$ cat config.mk
export PLATFORM = sky130hd
export DESIGN_NAME = uix_uart
export DESIGN_NICKNAME = d
export VERILOG_FILES = /design/src/rtl/uix_fifo.v /design/src/rtl/uix_uart.v
export VERILOG_INCLUDE_DIRS = /design/src /design/src/rtl
export SDC_FILE = /design/constraint.sdc
export NUM_CORES = 1
export LEC_CHECK = 0
export BUFFER_PORTS_ARGS = -buffer_cell sky130_fd_sc_hd__buf_2
export CAP_MARGIN = 20
export CORE_MARGIN = 3
export CORE_UTILIZATION = 55
export DETAILED_ROUTE_END_ITERATION = 7
export GPL_TIMING_DRIVEN = 1
export PLACE_DENSITY = 0.82
export SETUP_SLACK_MARGIN = 0.15
export SLEW_MARGIN = 20
export SYNTH_ARGS = -nofsm -noshare
export SYNTH_HDL_FRONTEND = slang
export SYNTH_SLANG_ARGS = --single-unit
$ cat constraint.sdc
create_clock -name clock -period 2.36 [get_ports clock]
set_input_delay 0.354 -clock clock [delete_from_list [all_inputs] [get_ports clock]]
set_output_delay 0.354 -clock clock [all_outputs]
set_load 0.02 [all_outputs]
$ cat src/rtl/uix_consts.vh
// constants for the infrared / nine-bit uart extension block
`ifndef UIX_CONSTS_VH
`define UIX_CONSTS_VH
// oversampling: sixteen ticks per baud period
`define UIX_OVERSAMPLE 16
// infrared transmit pulse width in ticks (3/16 of a baud period)
`define UIX_IR_PULSE_TICKS 3
// shortest accepted infrared pulse in ticks (1/16 of a baud period)
`define UIX_IR_MIN_TICKS 1
// normal-mode majority samples taken at these ticks of a bit
`define UIX_SAMPLE_A 7
`define UIX_SAMPLE_B 8
`define UIX_SAMPLE_C 9
// default baud divisor: one less than the clock cycles per oversample tick
`define UIX_BAUD_DIV 16'h0006
// receive fifo depth
`define UIX_FIFO_DEPTH 8
`endif

$ cat src/rtl/uix_fifo.v
// receive fifo holding data byte plus parity flag
`timescale 1ns/100ps
module uix_fifo #(
    parameter WIDTH = 9,
    parameter DEPTH = 8,
    parameter AW = 3
) (
    // clock and reset
    input wire clock,
    input wire rst_b,
    // write side
    input wire wr_en,
    input wire [WIDTH-1:0] wr_data,
    // read side
    input wire rd_en,
    output reg [WIDTH-1:0] rd_data,
    output wire empty,
    output wire full
);
    reg [WIDTH-1:0] mem [0:DEPTH-1];
    reg [AW:0] wr_ptr;
    reg [AW:0] rd_ptr;

    assign empty = (wr_ptr == rd_ptr);
    assign full = (wr_ptr[AW-1:0] == rd_ptr[AW-1:0]) && (wr_ptr[AW] != rd_ptr[AW]);

    always @(posedge clock) begin
        if (wr_en && !full) begin
            mem[wr_ptr[AW-1:0]] <= wr_data;
        end
    end

    always @(posedge clock or negedge rst_b) begin
        if (!rst_b) begin
            wr_ptr <= {(AW+1){1'b0}};
            rd_ptr <= {(AW+1){1'b0}};
            rd_data <= {WIDTH{1'b0}};
        end else begin
            if (wr_en && !full) begin
                wr_ptr <= wr_ptr + 1'b1;
            end
            if (rd_en && !empty) begin
                rd_data <= mem[rd_ptr[AW-1:0]];
                rd_ptr <= rd_ptr + 1'b1;
            end
        end
    end
endmodule // uix_fifo

$ cat src/rtl/uix_uart.v
// uart core with infrared encoding and nine-bit address interrupt
`timescale 1ns/100ps
`include "uix_consts.vh"
module uix_uart #(
    parameter BAUD_DIV = `UIX_BAUD_DIV,
    parameter FIFO_DEPTH = `UIX_FIFO_DEPTH
) (
    // clock and reset
    input wire clock,
    input wire rst_b,
    // configuration
    input wire [15:0] baud_div,
    input wire parity_enable,
    input wire parity_interrupt_mask,
    input wire fifo_disable,
    input wire ir_mode,
    // transmit request
    input wire tx_valid,
    input wire [7:0] tx_data,
    input wire tx_parity,
    output wire tx_ready,
    // receive word
    input wire rx_read,
    output reg rx_avail,
    output reg [7:0] rx_data,
    output wire received_parity_flag,
    output reg framing_error,
    output wire irq,
    // serial line
    input wire rx_pin,
    output reg tx_pin
);
    // -----------------------------------------------------------------
    // oversample tick
    // -----------------------------------------------------------------
    reg [15:0] div_cnt;
    wire tick = (div_cnt == 16'h0000);
    always @(posedge clock or negedge rst_b) begin
        if (!rst_b) begin
            div_cnt <= 16'h0000;
        end else if (tick) begin
            // reload with the divisor itself: a tick every baud_div + 1 clocks
            div_cnt <= baud_div;
        end else begin
            div_cnt <= div_cnt - 16'h0001;
        end
    end

    // -----------------------------------------------------------------
    // transmitter
    // -----------------------------------------------------------------
    localparam TX_IDLE = 2'b01;
    localparam TX_SEND = 2'b10;
    reg [1:0] tx_state;
    reg [10:0] tx_shift;
    reg [3:0] tx_bits;
    reg [3:0] tx_tick;
    assign tx_ready = tx_state[0];
    always @(posedge clock or negedge rst_b) begin
        if (!rst_b) begin
            tx_state <= TX_IDLE;
            tx_shift <= 11'h7ff;
            tx_bits <= 4'h0;
            tx_tick <= 4'h0;
            tx_pin <= 1'b1;
        end else begin
            case (tx_state)
                TX_IDLE: begin
                    tx_pin <= 1'b1;
                    if (tx_valid) begin
                        // stop, optional parity data, start
                        tx_shift <= parity_enable ? {1'b1, tx_parity, tx_data, 1'b0}
                                                  : {1'b1, 1'b1, tx_data, 1'b0};
                        tx_bits <= parity_enable ? 4'ha : 4'h9;
                        tx_tick <= 4'h0;
                        tx_state <= TX_SEND;
                    end
                end
                TX_SEND: begin
                    if (ir_mode) begin
                        // zero: low pulse for the first ticks; one: stays high
                        tx_pin <= tx_shift[0] | (tx_tick >= `UIX_IR_PULSE_TICKS);
                    end else begin
                        tx_pin <= tx_shift[0];
                    end
                    if (tick) begin
                        tx_tick <= tx_tick + 4'h1;
                        if (tx_tick == 4'hf) begin
                            tx_shift <= {1'b1, tx_shift[10:1]};
                            if (tx_bits == 4'h0) begin
                                tx_state <= TX_IDLE;
                            end else begin
                                tx_bits <= tx_bits - 4'h1;
                            end
                        end
                    end
                end
                default: tx_state <= TX_IDLE;
            endcase
        end
    end

    // -----------------------------------------------------------------
    // receive line sync and normalisation
    // -----------------------------------------------------------------
    reg rx_meta;
    reg rx_sync;
    always @(posedge clock or negedge rst_b) begin
        if (!rst_b) begin
            rx_meta <= 1'b1;
            rx_sync <= 1'b1;
        end else begin
            rx_meta <= rx_pin;
            rx_sync <= rx_meta;
        end
    end
    // receiver state, declared here as the pulse detector reads it
    localparam RX_IDLE = 2'b01;
    localparam RX_DATA = 2'b10;
    reg [1:0] rx_state;
    reg [3:0] rx_tick;
    // infrared: a high pulse is a zero bit; width counted in ticks
    reg [3:0] ir_width;
    reg ir_zero;
    always @(posedge clock or negedge rst_b) begin
        if (!rst_b) begin
            ir_width <= 4'h0;
            ir_zero <= 1'b0;
        end else begin
            if (!rx_sync) begin
                ir_width <= 4'h0;
            end else if (tick && ir_width != 4'hf) begin
                ir_width <= ir_width + 4'h1;
            end
            // glitches shorter than the minimum width never register
            if (rx_sync && tick && ir_width >= `UIX_IR_MIN_TICKS) begin
                ir_zero <= 1'b1;
            end else if (rx_state == RX_IDLE || (tick && rx_tick == 4'hf)) begin
                ir_zero <= 1'b0;
            end
        end
    end
    wire rx_line = ir_mode ? ~ir_zero : rx_sync;

    // -----------------------------------------------------------------
    // receiver
    // -----------------------------------------------------------------
    reg [3:0] rx_bits;
    reg [9:0] rx_shift;
    reg [2:0] votes;
    reg bit_ir;
    reg push;
    reg [8:0] push_word;
    wire vote = (votes[0] & votes[1]) | (votes[1] & votes[2]) | (votes[0] & votes[2]);
    wire [3:0] frame_bits = parity_enable ? 4'ha : 4'h9;
    always @(posedge clock or negedge rst_b) begin
        if (!rst_b) begin
            rx_state <= RX_IDLE;
            rx_tick <= 4'h0;
            rx_bits <= 4'h0;
            rx_shift <= 10'h000;
            votes <= 3'b111;
            bit_ir <= 1'b1;
            push <= 1'b0;
            push_word <= 9'h000;
            framing_error <= 1'b0;
        end else begin
            push <= 1'b0;
            case (rx_state)
                RX_IDLE: begin
                    if (!rx_line) begin
                        rx_state <= RX_DATA;
                        rx_tick <= 4'h0;
                        rx_bits <= 4'h0;
                        bit_ir <= 1'b1;
                    end
                end
                RX_DATA: begin
                    if (tick) begin
                        rx_tick <= rx_tick + 4'h1;
                        // infrared takes one sample mid-pulse, normal takes three
                        if (rx_tick == `UIX_IR_PULSE_TICKS / 2 + 1) begin
                            if (!rx_line) bit_ir <= 1'b0;
                        end
                        if (rx_tick == `UIX_SAMPLE_A) votes[0] <= rx_line;
                        if (rx_tick == `UIX_SAMPLE_B) votes[1] <= rx_line;
                        if (rx_tick == `UIX_SAMPLE_C) votes[2] <= rx_line;
                        if (rx_tick == 4'hf) begin
                            bit_ir <= 1'b1;
                            rx_bits <= rx_bits + 4'h1;
                            rx_shift <= {(ir_mode ? bit_ir : vote), rx_shift[9:1]};
                            if (rx_bits == frame_bits) begin
                                rx_state <= RX_IDLE;
                                framing_error <= ~(ir_mode ? bit_ir : vote);
                                if (ir_mode ? bit_ir : vote) begin
                                    push <= 1'b1;
                                    // drop start bit; parity flag zero when parity is off
                                    push_word <= parity_enable ? rx_shift[9:1]
                                                               : {1'b0, rx_shift[9:2]};
                                end
                            end
                        end
                    end
                end
                default: rx_state <= RX_IDLE;
            endcase
        end
    end

    // -----------------------------------------------------------------
    // receive fifo and holding register
    // -----------------------------------------------------------------
    wire fifo_empty;
    wire [8:0] fifo_out;
    reg held_parity;
    reg loading;
    wire use_fifo = !fifo_disable;
    wire pop = use_fifo && !fifo_empty && (!rx_avail || rx_read) && !loading;
    uix_fifo #(.WIDTH(9), .DEPTH(FIFO_DEPTH), .AW($clog2(FIFO_DEPTH))) u_fifo (
        .clock(clock),
        .rst_b(rst_b),
        .wr_en(push && use_fifo),
        .wr_data(push_word),
        .rd_en(pop),
        .rd_data(fifo_out),
        .empty(fifo_empty),
        .full()
    );
    always @(posedge clock or negedge rst_b) begin
        if (!rst_b) begin
            rx_avail <= 1'b0;
            rx_data <= 8'h00;
            held_parity <= 1'b0;
            loading <= 1'b0;
        end else begin
            loading <= pop;
            if (loading) begin
                rx_avail <= 1'b1;
                {held_parity, rx_data} <= fifo_out;
            end else if (!use_fifo && push) begin
                // fifo off: new word overwrites, unread non-address words are harmless
                rx_avail <= 1'b1;
                {held_parity, rx_data} <= push_word;
            end else if (rx_read) begin
                rx_avail <= 1'b0;
            end
        end
    end
    // parity flag and interrupt from the held word only
    assign received_parity_flag = rx_avail && held_parity && parity_enable;
    assign irq = parity_interrupt_mask && received_parity_flag;
endmodule // uix_uart

==> results.md <==
- Global Route met1 Usage: 0.250
- XOR/XNOR Fraction of Synth Area: 0.0285
- Post-Synth Adder-Cell Area: 0.0279
- Final Cycle Share: 0.912
- CTS Buf Count: 17
- HPWL after DPL: 10,700 um
- Worst hold path class: primary input to flop
- Hold Slack: 128 ps
- WP data arrival: 2450 ps
- Clk pin slew, worst setup/hold paths: 70 ps
- Hold violation count in the final report: 0
- Reg2reg end: rx_tick[2]$_DFFE_PN0P_
- Worst-Skew Late Latency: 430 ps
- Fin cells: 891
- Asr flop ratio synth: 0.596
- Nets: 749
- Iteration-0 DRC Markers: 333
- CTS tree: built
- Final Core Density: 0.665
- Worst Hold Path EP: div_cnt[3]$_DFF_PN0_
- Worst vdd ir: 0.849 mV
- Post-route ant nets: 0
- Crit path top cell by count: or3_4
- CTS sink cnt: 178
- Skew final: 11.3 ps
- Seq/Total Area, Yosys: 0.605
- Worst rel slew slack: 0.641
- Primary FF master, synth: dfrtp_1
- DP Worst Slack: 62.8 ps
- Total congestion overflow: 0
- Drt wl/cell: 17.6 um
- Reg2Reg Depth: 5
- Final GP Congestion: 0.843
- Crit path max-delay cell type: or4_4
- Dpl cells: 852
- Simple-Gate Fraction of Synth Area: 0.120
- Flops & latches, synth: 178
- Biggest cell delay along the critical path: 530 ps
- Vias in the first global route: 5,380
- Die width: 127 um
- Routed Wire Length: 15,700 um
- Worst-case clock buffer depth: 2
- P per Cell Area: 793 nW/um^2
- Post-synth EDFFs: 72
- Hold path depth: 3
- Mean Syn Cell Area: 13.0 sq um
- Die H: 127 um
- Starting Density: 0.569
- DRC Markers: 0
- DRT Pass-1 Iters: 5
- Die Area: 16,000 sq um
- PnR worst setup slack: 208 ps
- Net Count, Synth: 668
- Data required, critical path: 2660 ps
- Min Tclk post-route: 2150 ps
- Max Slew Vio Count: 0
- Core outline area: 14,000 sq um
- Critical path type: flop to flop
- Vias: 5,210
- Htree depth: 4
- First-pass GRT wire length: 26,000 um
- Largest net degree at the start of global routing: 54
- Ports: 48
- RSZ-0062 raised after global routing: yes
- Leak pwr: 0.00387 uW
- Critical Path Start Type: flop
- Status: complete, no violations
- Share of cells above drive strength 1: 0.286
- Ant diodes: 0
- Area grow syn2layout: 16.9%
- R2r startpoint: div_cnt[10]$_DFF_PN0_
- Met3 Resource Use GR: 0.0434
- I/O Buffers: 47
- Largest family of logic cells by synthesized area: multiplexers
- Crit path max-delay family: simple AND/OR/NAND/NOR gates
- Setup Viol. Count Final: 0
- CP max FO: 7
- R2R setup slack: 210 ps
- Initial antenna violation count: 0
- Met2 track demand over resource: 0.351
- Most crowded layer after global routing: met2
- Post-synth cell types: 56
- Clock root buffer master: clkbuf_16
- Vias/cell: 5.85
- Most frequent cells in the layout: dfrtp_1, edfxtp_1, buf_2, nand2_1, buf_4
- Synth Cell Area: 7990 sq um
- Worst path bufs/invs: 0
- Compound-cell area share of the yosys netlist: 0.0741
- FP Rows: 43
- Max-Cap Viols: 0
- Worst-Margin Slew: 533 ps
- Hold_sp: baud_div[3]
- GRT Total Usage: 0.202
- CP Cell Sequence: or3_4 > or3_4 > or4_4 > xor2_1 > nor2_1
- Commonest non-fill, non-tap cell in the layout: dfrtp_1
- Synthesized instance count: 617
- Mux cell area share after synthesis: 0.123
- CP Capture Type: flop
- Yosys warnings: 0
- Fmax: 465 MHz
==> cells in the mapped netlist, types with 2 or more instances <==
| library cell | instances | area share |
|---|---|---|
| nand4_1 | 9 | 0.0070 |
| o21ai_0 | 25 | 0.016 |
| a22o_1 | 4 | 0.0044 |
| o22ai_1 | 19 | 0.015 |
| a21o_1 | 3 | 0.0028 |
| and3_1 | 6 | 0.0047 |
| nor3b_1 | 6 | 0.0056 |
| edfxtp_1 | 72 | 0.27 |
| nor2_1 | 36 | 0.017 |
| a31oi_1 | 4 | 0.0031 |
| or3_1 | 5 | 0.0039 |
| a21oi_1 | 29 | 0.018 |
| o221ai_1 | 2 | 0.0022 |
| nand2_1 | 46 | 0.022 |
| clkbuf_1 | 17 | 0.0080 |
| nor3_4 | 2 | 0.0041 |
| buf_1 | 6 | 0.0028 |
| and2_1 | 6 | 0.0047 |
| nand2b_1 | 8 | 0.0063 |
| mux2_2 | 32 | 0.045 |
| dfstp_2 | 19 | 0.062 |
| inv_1 | 17 | 0.0080 |
| nor2b_1 | 2 | 0.0016 |
| nor3_1 | 19 | 0.012 |
| o311a_1 | 2 | 0.0025 |
| ha_1 | 17 | 0.027 |
| xnor2_1 | 19 | 0.021 |
| nand4b_1 | 3 | 0.0033 |
| nor4_1 | 7 | 0.0055 |
| dfrtp_1 | 87 | 0.27 |
| mux4_2 | 18 | 0.051 |
| nor4b_1 | 3 | 0.0033 |
| nand3_1 | 17 | 0.011 |
| mux2i_1 | 22 | 0.028 |
| xor2_1 | 7 | 0.0077 |
==> repair_timing <==
action / 4_1_cts / 5_1_grt
setup buffers: 2 / 2
endpoints found under the hold margin: 26 / 0
hold buffers: 2 / 0
cloned: 0 / 1
setup endpoints to repair: 30 / 32
gates resized for setup: 5 / 8
pin swaps: 1 / 2
==> where the power goes <==
group | switching, uW | leakage (uW) | internal (uW)
sequential | 157 | 0.00211 | 3470
combinational | 625 | 0.00147 | 439
clock | 1300 | 0.000287 | 1420
==> tightest hold or removal path, cell delays in order <==
cell,delay (ps)
buf_2,70
nand2_1,30
o21ai_0,60
==> area by class of cell <==
type | instances | area (sq um)
Clock buffer | 17 | 425
Fill cell | 967 | 4700
Multi-Input combinational cell | 397 | 3060
Clock inverter | 15 | 156
Timing Repair Buffer | 87 | 572
Tap cell | 180 | 225
Inverter | 17 | 63.8
Sequential cell | 178 | 4840
==> metal layers <==
layer	part of all wire	vias up
met5	0	-
li1	-	2455
met2	0.53	145
met1	0.41	2589
met4	0.016	0
met3	0.042	21
==> worst max path at each step <==
stage | start | endpoint | slack [ps] | depth (start not counted)
finish | div_cnt[10]$_DFF_PN0_ | rx_tick[2]$_DFFE_PN0P_ | 210 | 5
global route | div_cnt[0]$_DFF_PN0_ | votes[2]$_DFFE_PN1P_ | 90 | 7
CTS | div_cnt[3]$_DFF_PN0_ | tx_shift[3]$_DFFE_PN1P_ | 180 | 7
detailed placement | div_cnt[0]$_DFF_PN0_ | push_word[4]$_DFFE_PN0P_ | 60 | 7
global placement | div_cnt[0]$_DFF_PN0_ | push_word[4]$_DFFE_PN0P_ | 110 | 7
floorplan | u_fifo.wr_ptr[0]$_DFFE_PN0P_ | u_fifo.mem[2][0]$_DFFE_PP_ | -90 | 5
==> logic make-up (layout without fill, tap and decap cells) <==
group	count (synthesis)	after routing
buffers and inverters	42	136
muxes	72	72
xor gates and xnor gates	26	26
and+or+nand+nor	183	183
adders and majority gates	18	18
DFF	178	178
AOI/OAI and AO/OA	98	98
==> registers in the layout, summed over array words and instances (netlist names), 8 cells and up <==
name and count:
rx_shift 9, u_fifo.mem 72, u_fifo.rd_data 9, rx_data 8, div_cnt 16, push_word 9, tx_shift 10
==> per-stage QoR <==
stage | total power (uW) | TNS [ps] | cell area, sq um
after floorplan | 4380 | -991 | 8000
after global placement | 4640 | 0 | 8640
after detailed placement | 4720 | 0 | 8640
after CTS | 7450 | 0 | 9290
after global routing | 7720 | 0 | 9340
final | 7410 | 0 | 9340
No activity file was read; power rests on OpenSTA's default activity.
